===== config.mk =====
export PLATFORM = sky130hd
export DESIGN_NAME = core_pointer_status_regs
export DESIGN_NICKNAME = d
export VERILOG_FILES = /design/src/rtl/core_regs_pkg.sv /design/src/rtl/core_pointer_status_regs.sv /design/src/rtl/psw_flag_unit.sv
export SDC_FILE = /design/constraint.sdc
export NUM_CORES = 1
export LEC_CHECK = 0
export ABC_AREA = 0
export BUFFER_PORTS_ARGS = -buffer_cell sky130_fd_sc_hd__buf_2
export CORE_MARGIN = 2
export CORE_UTILIZATION = 47
export CTS_BUF_LIST = sky130_fd_sc_hd__clkbuf_4 sky130_fd_sc_hd__clkbuf_8 sky130_fd_sc_hd__clkbuf_16
export DETAILED_ROUTE_END_ITERATION = 7
export PLACE_DENSITY = 0.81
export SYNTH_ARGS = -nofsm -noshare
export SYNTH_HDL_FRONTEND = slang
export SYNTH_SLANG_ARGS = --single-unit

===== constraint.sdc =====
create_clock -name sys_clk_i -period 2.3 [get_ports sys_clk_i]
set_input_delay 0.115 -clock sys_clk_i [delete_from_list [all_inputs] [get_ports sys_clk_i]]
set_output_delay 0.115 -clock sys_clk_i [all_outputs]
set_load 0.03 [all_outputs]

===== src/rtl/core_regs_pkg.sv =====
// Purpose: Shared constants and carriers for the core pointer and status registers.
// Assumes: Special register space addresses are 8 bits, data is 8 bits.
// Notes: Field positions refer to the program status word.
package core_regs_pkg;

    // Special register space byte addresses.
    localparam logic [7:0] STACK_POINTER_ADDR = 8'h81;
    localparam logic [7:0] DATA_POINTER_LOW_ADDR = 8'h82;
    localparam logic [7:0] DATA_POINTER_HIGH_ADDR = 8'h83;
    localparam logic [7:0] PROGRAM_STATUS_WORD_ADDR = 8'hD0;

    // Reset values.
    localparam logic [7:0] STACK_POINTER_RESET = 8'h07;
    localparam logic [7:0] DATA_POINTER_RESET = 8'h00;
    localparam logic [7:0] PROGRAM_STATUS_WORD_RESET = 8'h00;

    // Program status word field positions.
    localparam int CARRY_BIT = 7;
    localparam int HALF_CARRY_BIT = 6;
    localparam int USER_FLAG_ZERO_BIT = 5;
    localparam int BANK_SELECT_HIGH_BIT = 4;
    localparam int BANK_SELECT_LOW_BIT = 3;
    localparam int RANGE_ERROR_BIT = 2;
    localparam int USER_FLAG_ONE_BIT = 1;
    localparam int PARITY_BIT = 0;

    // Bit-addressable registers end in 0x0 or 0x8.
    localparam logic [2:0] BIT_ADDRESSABLE_LOW_BITS = 3'h0;

    // Register bank geometry inside internal data memory.
    localparam int BANK_SIZE_LOG2 = 3;

    // Arithmetic operation classes reported by the execution unit.
    typedef enum logic [6:0] {
        OP_NONE = 7'h01,
        OP_ADD = 7'h02,
        OP_ADDC = 7'h04,
        OP_SUBB = 7'h08,
        OP_MUL = 7'h10,
        OP_DIV = 7'h20,
        OP_OTHER = 7'h40
    } arith_op_t;

    // Result of one arithmetic operation as reported by the execution unit.
    typedef struct packed {
        arith_op_t op;
        logic carry;
        logic half_carry;
        logic signed_ovf;
        logic [15:0] product;
        logic divisor_zero;
    } arith_result_t;

    // Special register space access from the core.
    typedef struct packed {
        logic wr_en;
        logic bit_wr_en;
        logic [7:0] addr;
        logic [2:0] bit_sel;
        logic [7:0] wdata;
    } sfr_access_t;

endpackage : core_regs_pkg


===== src/rtl/core_pointer_status_regs.sv =====
// Purpose: Stack pointer, data pointer and program status word of the core.
// Assumes: Core drives one special register access and one stack event per cycle.
// Notes: Hardware flag updates win over a software write in the same cycle.
//
// Summary of operation
// RQ1 - Push increments the stack pointer and stores at the incremented location.
// RQ2 - Stack pointer resets to 0x07.
// RQ3 - Data pointer word is high byte over low byte, sixteen bits.
// RQ4 - Carry set on add carry or subtract borrow, cleared by other arithmetic.
// RQ5 - Half carry set on nibble carry or borrow, cleared by other arithmetic.
// RQ6 - User flags at bits 5 and 1 change only by software writes.
// RQ7 - Bank select bits pick one of four eight-byte register banks.
// RQ8 - Range error set on signed overflow, product above 255, divide by zero.
// RQ9 - Range error cleared by those operations when no overflow occurs.
// RQ10 - Parity bit is read-only and shows odd accumulator ones.
// RQ11 - Software keeps reserved bits at zero.
// RQ12 - Addresses ending 0x0 or 0x8 accept bit writes; others only bytes.
// RQ13 - Data pointer bytes and status word reset to zero.
`timescale 1ns/10ps
module core_pointer_status_regs
    import core_regs_pkg::*;
(
    input wire logic sys_clk_i,
    input wire logic reset_n_i,
    input wire sfr_access_t access_i,
    input wire logic [7:0] read_addr_i,
    input wire logic push_i,
    input wire logic pop_i,
    input wire logic [7:0] accumulator_i,
    input wire arith_result_t arith_i,
    output logic [7:0] read_data_o,
    output logic read_hit_o,
    output logic [7:0] stack_pointer_o,
    output logic [7:0] stack_write_addr_o,
    output logic stack_write_en_o,
    output logic [15:0] data_pointer_word_o,
    output logic [7:0] program_status_word_o,
    output logic [4:0] bank_base_o
);

    // Stored registers and their next values.
    logic [7:0] stack_pointer_q;
    logic [7:0] stack_pointer_d;
    logic [7:0] data_pointer_low_q;
    logic [7:0] data_pointer_low_d;
    logic [7:0] data_pointer_high_q;
    logic [7:0] data_pointer_high_d;
    logic [7:0] psw_q;
    logic [7:0] psw_d;
    logic [7:0] push_addr_q;
    logic [7:0] push_addr_d;
    logic push_pending_q;
    logic push_pending_d;
    // Flag update requests from the arithmetic helper.
    logic carry_upd;
    logic carry_val;
    logic half_upd;
    logic half_val;
    logic range_upd;
    logic range_val;
    logic parity;
    // Status word as software sees it, with the live parity in bit 0.
    logic [7:0] psw_view;

    // Byte write with optional single-bit write, allowed only on bit-addressable addresses.
    function automatic logic [7:0] apply_write(input logic [7:0] old_val,
                                               input sfr_access_t acc);
        logic [7:0] res;
        res = old_val;
        if (acc.wr_en)
        begin
            res = acc.wdata;
        end
        else if (acc.bit_wr_en && (acc.addr[2:0] == BIT_ADDRESSABLE_LOW_BITS)) // [RQ12]
        begin
            res[acc.bit_sel] = acc.wdata[0];
        end
        return res;
    endfunction : apply_write

    // Hit test shared by every register. A bit write to a byte-only address is no access
    // at all, so it must not block a push or pop that arrives in the same cycle.
    function automatic logic is_target(input sfr_access_t acc, input logic [7:0] addr);
        logic legal_bit;
        legal_bit = acc.bit_wr_en && (acc.addr[2:0] == BIT_ADDRESSABLE_LOW_BITS); // [RQ12]
        return (acc.wr_en || legal_bit) && (acc.addr == addr);
    endfunction : is_target

    // Flag helper; kept apart so the arithmetic decode stays in one place.
    psw_flag_unit u_flags (
        .result_i(arith_i),
        .accumulator_i(accumulator_i),
        .carry_upd_o(carry_upd),
        .carry_val_o(carry_val),
        .half_upd_o(half_upd),
        .half_val_o(half_val),
        .range_upd_o(range_upd),
        .range_val_o(range_val),
        .parity_o(parity)
    );

    // Next-state for stack pointer; a push raises it before the data is stored.
    always_comb
    begin
        stack_pointer_d = stack_pointer_q;
        push_addr_d = push_addr_q;
        push_pending_d = 1'b0;
        if (is_target(access_i, STACK_POINTER_ADDR))
        begin
            stack_pointer_d = apply_write(stack_pointer_q, access_i);
        end
        else if (push_i)
        begin
            stack_pointer_d = stack_pointer_q + 8'h01; // [RQ1]
            push_addr_d = stack_pointer_q + 8'h01;
            push_pending_d = 1'b1; // [RQ1]
        end
        // Pop wraps below zero; the core must keep the stack in range.
        else if (pop_i)
        begin
            stack_pointer_d = stack_pointer_q - 8'h01;
        end
    end

    // Data pointer bytes are plain read-write storage.
    always_comb
    begin
        data_pointer_low_d = data_pointer_low_q;
        data_pointer_high_d = data_pointer_high_q;
        if (is_target(access_i, DATA_POINTER_LOW_ADDR))
        begin
            data_pointer_low_d = apply_write(data_pointer_low_q, access_i);
        end
        if (is_target(access_i, DATA_POINTER_HIGH_ADDR))
        begin
            data_pointer_high_d = apply_write(data_pointer_high_q, access_i);
        end
    end

    // Status word: software write first, then arithmetic flags override their own bits.
    always_comb
    begin
        psw_d = psw_q;
        if (is_target(access_i, PROGRAM_STATUS_WORD_ADDR))
        begin
            psw_d = apply_write(psw_view, access_i); // [RQ6] [RQ12]
        end
        if (carry_upd)
        begin
            psw_d[CARRY_BIT] = carry_val; // [RQ4]
        end
        if (half_upd)
        begin
            psw_d[HALF_CARRY_BIT] = half_val; // [RQ5]
        end
        if (range_upd)
        begin
            psw_d[RANGE_ERROR_BIT] = range_val; // [RQ8] [RQ9]
        end
        psw_d[PARITY_BIT] = 1'b0; // Parity is never stored; it is read live.
    end

    // Registers; reset values are constants only.
    // Parity has no storage, so it needs no reset value.
    always_ff @(posedge sys_clk_i or negedge reset_n_i)
    begin
        if (!reset_n_i)
        begin
            stack_pointer_q <= STACK_POINTER_RESET; // [RQ2]
            data_pointer_low_q <= DATA_POINTER_RESET; // [RQ13]
            data_pointer_high_q <= DATA_POINTER_RESET; // [RQ13]
            psw_q <= PROGRAM_STATUS_WORD_RESET; // [RQ13]
            push_addr_q <= STACK_POINTER_RESET;
            push_pending_q <= 1'b0;
        end
        else
        begin
            stack_pointer_q <= stack_pointer_d;
            data_pointer_low_q <= data_pointer_low_d;
            data_pointer_high_q <= data_pointer_high_d;
            psw_q <= psw_d;
            push_addr_q <= push_addr_d;
            push_pending_q <= push_pending_d;
        end
    end

    // Parity bit is read-only: the live accumulator parity replaces the stored bit.
    always_comb
    begin
        psw_view = psw_q;
        psw_view[PARITY_BIT] = parity; // [RQ10]
    end

    // Read mux; unmapped addresses return zero and no hit.
    // The read is combinational, so a write shows on the read port one cycle later.
    always_comb
    begin
        read_hit_o = 1'b1;
        case (read_addr_i)
            STACK_POINTER_ADDR: read_data_o = stack_pointer_q;
            DATA_POINTER_LOW_ADDR: read_data_o = data_pointer_low_q;
            DATA_POINTER_HIGH_ADDR: read_data_o = data_pointer_high_q;
            PROGRAM_STATUS_WORD_ADDR: read_data_o = psw_view;
            default:
            begin
                read_data_o = 8'h00;
                read_hit_o = 1'b0;
            end
        endcase
    end

    // The stack write goes out the cycle after the push, at the raised pointer.
    assign stack_write_addr_o = push_addr_q; // [RQ1]
    assign stack_write_en_o = push_pending_q; // [RQ1]
    assign stack_pointer_o = stack_pointer_q;
    assign data_pointer_word_o = {data_pointer_high_q, data_pointer_low_q}; // [RQ3]
    assign program_status_word_o = psw_view;
    // Bank base address is bank number times eight.
    assign bank_base_o = {psw_q[BANK_SELECT_HIGH_BIT], psw_q[BANK_SELECT_LOW_BIT],
                          3'h0}; // [RQ7]

endmodule : core_pointer_status_regs


===== src/rtl/psw_flag_unit.sv =====
// Purpose: Computes the arithmetic flag updates of the program status word.
// Assumes: One arithmetic result is reported per cycle at most.
// Notes: Purely combinational; the register itself lives in the main module.
`timescale 1ns/10ps
module psw_flag_unit
    import core_regs_pkg::*;
(
    input wire arith_result_t result_i,
    input wire logic [7:0] accumulator_i,
    output logic carry_upd_o,
    output logic carry_val_o,
    output logic half_upd_o,
    output logic half_val_o,
    output logic range_upd_o,
    output logic range_val_o,
    output logic parity_o
);

    // Carry and half carry follow add, add-with-carry and subtract; other arithmetic clears them.
    always_comb
    begin
        carry_upd_o = 1'b0;
        carry_val_o = 1'b0;
        half_upd_o = 1'b0;
        half_val_o = 1'b0;
        range_upd_o = 1'b0;
        range_val_o = 1'b0;
        case (result_i.op)
            OP_ADD, OP_ADDC, OP_SUBB:
            begin
                carry_upd_o = 1'b1;
                carry_val_o = result_i.carry; // [RQ4]
                half_upd_o = 1'b1;
                half_val_o = result_i.half_carry; // [RQ5]
                range_upd_o = 1'b1;
                range_val_o = result_i.signed_ovf; // [RQ8] [RQ9]
            end
            OP_MUL:
            begin
                carry_upd_o = 1'b1; // [RQ4]
                half_upd_o = 1'b1; // [RQ5]
                range_upd_o = 1'b1;
                range_val_o = |result_i.product[15:8]; // [RQ8] [RQ9]
            end
            OP_DIV:
            begin
                carry_upd_o = 1'b1; // [RQ4]
                half_upd_o = 1'b1; // [RQ5]
                range_upd_o = 1'b1;
                range_val_o = result_i.divisor_zero; // [RQ8] [RQ9]
            end
            OP_OTHER:
            begin
                carry_upd_o = 1'b1; // [RQ4]
                half_upd_o = 1'b1; // [RQ5]
            end
            default:
            begin
                carry_upd_o = 1'b0;
            end
        endcase
    end

    // Parity is odd-count of accumulator ones, recomputed every cycle.
    assign parity_o = ^accumulator_i; // [RQ10]

endmodule : psw_flag_unit


# Word-level counts from Yosys, hierarchy flattened
# Index checks and enable logic that the tools add are counted.
classes:
  addsub: 2
  eq_ne: 15
  n_reduce_logical: 27
  bitwise_logic: 1
  magnitude_cmp: 2
  muxes: 30
op_table:
  columns: ["cell", "count"]
  rows:
  - ["$mux W8", 12]
  - ["$eq A8 B8 Y1 const B", 8]
  - ["$bwmux W8", 4]
  - ["$pmux W8 S4", 1]
  - ["$reduce_and A2 Y1", 7]
  - ["$mux W1", 11]
  - ["$reduce_bool A3 Y1", 3]
  - ["$add A8 B1 Y8 const B", 1]
  - ["$reduce_or A8 Y1", 1]
  - ["$reduce_xor A8 Y1", 1]
  - ["$sub A8 B1 Y8 const B", 1]
  - ["$eq A7 B2 Y1 const B", 1]
  - ["$eq A7 B3 Y1 const B", 1]
  - ["$eq A7 B4 Y1 const B", 1]
  - ["$eq A7 B5 Y1 const B", 1]
  - ["$eq A7 B6 Y1 const B", 1]
  - ["$eq A7 B7 Y1 const B", 1]
  - ["$logic_and A1 B1 Y1", 6]
  - ["$reduce_bool A2 Y1", 3]
  - ["$reduce_or A6 Y1", 1]
  - ["$reduce_or A5 Y1", 1]
  - ["$lt A3 B4 Y1 const B", 1]
  - ["$reduce_or A4 Y1", 1]
  - ["$demux W1 S3", 1]
  - ["other kinds (7)", 7]
totals:
  elab_cells: 85
  reg_bits: 40

# Logic depth before layout (Yosys ltp)
logic_depth:
  word_depth: 9
  ltp_mapped: 7
  depth_no_buf: 7

# Hierarchy
# Synthesis repeated with hierarchy kept, for this count alone.
unflattened:
  cells_unflattened: 308
  area_unflattened_um2: 2765.2
by_module_without_submodules:
  columns: ["module", "seq_area_each_um2", "area_per_inst_um2", "cells_each", "n_inst"]
  rows:
  - ["core_pointer_status_regs", 1008.5, 2526.2, 274, 1]
  - ["psw_flag_unit", 0.0, 239.0, 34, 1]

# Worst setup path before layout
# No wires, ideal clock.
synth_path:
  kind: "input port to output port"
  start: "input read_addr_i[3]"
  end: "output read_data_o[0]"
  stages: 3
  t_required_ns: 2.185
  setup_slack_ns: 0.446
  arrival_ns: 1.739
  path_cell_list: "or4b_4 > or3_4 > o21ai_0"
synth_via:
  elab_chain_cells: 2
  word_cells_on_any_way: 5
  classes_between: "eq/ne (4); mux (1)"
synth_rtl:
  columns: ["element", "line", "text"]
  rows:
  - ["start, declared", "core_pointer_status_regs.sv:26", "input wire logic [7:0] read_addr_i,"]
  - ["$eq A8 B8 Y1", "core_pointer_status_regs.sv:199", "case (read_addr_i)"]
  - ["$pmux W8 S4 (*)", "core_pointer_status_regs.sv:199", null]
  - ["end, declared", "core_pointer_status_regs.sv:31", "output logic [7:0] read_data_o,"]
# Mark *: on every way between the ends. The rest lies on a longest branch, timed or not.

# Worst setup path after layout
layout_path:
  start: "input read_addr_i[3]"
  end: "output read_data_o[1]"
# Same word-level chain as after synthesis.

==> flow_summary.ini <==
[status]
status = finished, final reports clean

[power_and_ir_drop]
p_sw_mw = 1.141
clkPwrFrac = 0.178
peakVddDrop_mv = 0.6115
switching_share = 0.4152
p_int_mw = 1.607
p_leak_nw = 1.637
p_total_mw = 2.748
combPwrFrac = 0.433
power_per_cell_area_nw_per_um2 = 826.9
seq_power_share = 0.389

[layout]
fillers = 491
n_antenna_cell = 0
nets = 479
stdcell_area_um2 = 3323
drive_gt1_frac = 0.3537
syn2layout_area_growth_pct = 26.96
final_cells = 482

[route]
via_count = 2640
drtIter0Drc = 100
via_per_inst = 5.477
wire_per_inst_um = 14.15
wl_um = 6819
drtAntennaViolNets = 0
drc = 0
drt_first_pass_iters = 5

[timing]
clock_skew_ps = 2.732
worstMarginPinSlew_ps = 868.0
maxSlewHeadroom = 0.4213
fin_setup_tns_ps = 0
setup_viol = 0
max_freq_ghz = 0.4789
slew_violations = 0
fin_crit_sh = 0.9078
rsz0062_at_grt = false
fin_crit_ps = 2088
hold_violations = 0

[clocking]
cts_hold_buffers = 1
cts_tree = yes
post_cts_resized = 0
numCtsBuffers = 5
cts_sinks = 40
cts-root-buf = clkbuf_8
htreeDepth = 2
clock_path_buffers = 2
path_clk_slew_ps = 70
post_cts_buffers = 0
clk_latency_ps = 280

[place]
post-dp-hpwl_um = 5474
gp_congestion = 0.8684
dp_cells = 473
place_area_um2 = 3216
io_buffers = 111

[floorplanning]
io_pins = 123
die_y_um = 78.63
coreArea_um2 = 5439
initial_core_util = 0.4813
dieArea_um2 = 6182
rows = 27
die_w_um = 78.63

[hold_path]
min_from = arith_i[17]
holdPathStages = 2
min_to = psw_q[2]$_DFFE_PN0P_
min_path_type = in2reg

[yosys]
synth_area_per_cell_um2 = 8.784
netlist_top_cells_area = dfrtp_1 33%, nand2_1 7.6%, o21ai_0 6.7%, dfstp_2 6.0%, xnor2_1 6.0%
synth_mux_area_frac = 0.03633
netlist_instances = 298
synth_ff_type = dfrtp_1
ys_seq_area_frac = 0.3853
synth-simple-area-share = 0.2271
synth_top_family_by_area = simple AND/OR/NAND/NOR gates
synth_top_area_cell = dfrtp_1
async_flop_share = 1.000
synth_cell_types = 54
synth_top_area_share = 0.3250
yosys_warnings = 0
synth_seq_cells = 40
synth_compound_gate_area_share = 0.2122
netlist_area_um2 = 2618
synthXorXnorAreaFrac = 0.07696
synth_edf_count = 0
synthAdderAreaFrac = 0.009560

[worst_setup_path]
cp_slowest_cell = or4b_4
cpPeakStageDelay_ps = 540
reg2reg_depth = 4
r2r-end = stack_pointer_o[7]$_DFFE_PN0P_
worstPathMaxFanout = 7
crit_chain = buf_2 > or4b_4 > or3_4 > nor3b_4 > a22oi_1 > nand2_1 > buf_2
critical_path.most_common_cell = buf_2
r2r_slack_ps = 450
cp.arrival_ps = 1970
start_kind = input port
critPathRequiredTime_ps = 2180
path_class = in2out
endpoint_kind = output pin
r2r-start = stack_pointer_o[5]$_DFFE_PN0P_

[global_routing]
grt_pass1_wl_um = 11070
track_usage = 0.2244
grt_pass1_vias = 2345
antenna_found_initial = 0
grt_max_degree = 41
overflow = 0

[flow_run]
cap_violations = 0
-- cells by family after synthesis --
family          after synthesis
compound gates               87
xor+xnor                     23
fa+ha+maj                     2
buf+inv                      23
flops                        40
mux                           9
other cells                   1
simple gates                113
-- layout by cell type (no fill, tap or decap), types with 2 or more instances in the layout --
master / Yosys / final
buf_2: 2 / 111
nand2_1: 53 / 53
o21ai_0: 35 / 35
dfrtp_1: 34 / 34
xnor2_1: 18 / 18
a22oi_1: 16 / 16
nor2_1: 16 / 16
a21oi_1: 11 / 11
buf_4: 6 / 8
nor3_1: 7 / 7
nand3_1: 6 / 6
clkbuf_8: 0 / 6
dfstp_2: 6 / 6
inv_1: 5 / 5
xor2_1: 5 / 5
mux2i_1: 5 / 5
mux2_2: 4 / 4
a32oi_1: 4 / 4
a211oi_1: 4 / 4
nor3b_1: 3 / 3
and2_1: 3 / 3
and3_1: 3 / 3
nor4_1: 3 / 3
conb_1: 1 / 3
or3_1: 2 / 2
nor2b_1: 2 / 2
a21boi_0: 2 / 2
nand4_1: 2 / 2
a41oi_1: 2 / 2
or4_1: 2 / 2
o21bai_1: 2 / 2
o31ai_1: 2 / 2
ha_1: 2 / 2
clkbuf_4: 0 / 2
-- worst max-delay path by stage --
stage          slack, ps  cells past startpoint              to            from
2_1_floorplan        450                      3  read_data_o[0]  read_addr_i[3]
3_5_place_dp         210                      7  read_data_o[1]  read_addr_i[3]
5_1_grt              120                      7  read_data_o[1]  read_addr_i[3]
3_3_place_gp         240                      7  read_data_o[1]  read_addr_i[3]
4_1_cts              210                      7  read_data_o[1]  read_addr_i[3]
6_report             210                      7  read_data_o[1]  read_addr_i[3]
-- power groups by stage --
stage / registers (mW) / logic, mW / clock network (mW)
floorplan: 1.37 / 0.573 / 0
global placement: 1.08 / 1.17 / 0
detailed placement: 1.08 / 1.19 / 0
CTS: 1.07 / 1.20 / 0.503
global route: 1.09 / 1.29 / 0.532
finish: 1.07 / 1.19 / 0.490
-- area by class of cell --
type	instances	area [um^2]	area share
Multi-Input combinational cell	237	1483	0.4462
Sequential cell	40	1008	0.3035
Timing Repair Buffer	120	625.6	0.1883
Inverter	5	18.77	0.005648
Tap cell	72	90.09	0.02711
Clock buffer	8	97.59	0.02937
-- through the flow --
stage                     setup WS (ps)  hold WS [ps]    util
final                             212.1         55.66  0.6110
after global routing              120.9         54.07  0.6110
after CTS                         211.4         49.25  0.6110
after detailed placement          214.0         284.8  0.5912
after global placement            237.2         272.2  0.5912
after floorplan                   445.9        -180.6       -
-- worst max-delay path, delay by kind of cell --
| family | cells | cell delay [ps] |
|---|---|---|
| AND/OR/NAND/NOR | 4 | 1390 |
| buffers and inverters | 2 | 300 |
| AO/OA/AOI/OAI | 1 | 150 |
-- per-layer routing --
metal / share of wire / global-route usage / vias to the layer above / routed length (um)
li1: - / - / 1297 / -
met1: 0.46 / 0.3098 / 1219 / 3116
met2: 0.46 / 0.3581 / 118 / 3118
met3: 0.075 / 0.04943 / 6 / 509
met4: 0.011 / 0.05439 / 0 / 75
met5: 0 / 0 / - / 0
-- flip-flops by register name, summed over array words and instances, names as in the netlist --
signal,count
data_pointer_high_q,8
data_pointer_low_q,8
psw_q,7
stack_pointer_o,8
stack_write_addr_o,8
stack_write_en_o,1
-- Yosys cell counts, types with 4 or more instances --
cell,instances
dfrtp_1,34
mux2i_1,5
nor2_1,16
o21ai_0,35
a21oi_1,11
xor2_1,5
nor3_1,7
mux2_2,4
inv_1,5
buf_4,6
a211oi_1,4
xnor2_1,18
clkbuf_1,7
a22oi_1,16
a32oi_1,4
nand3_1,6
dfstp_2,6
nand2_1,53
Power figures use the tool's default switching activity.
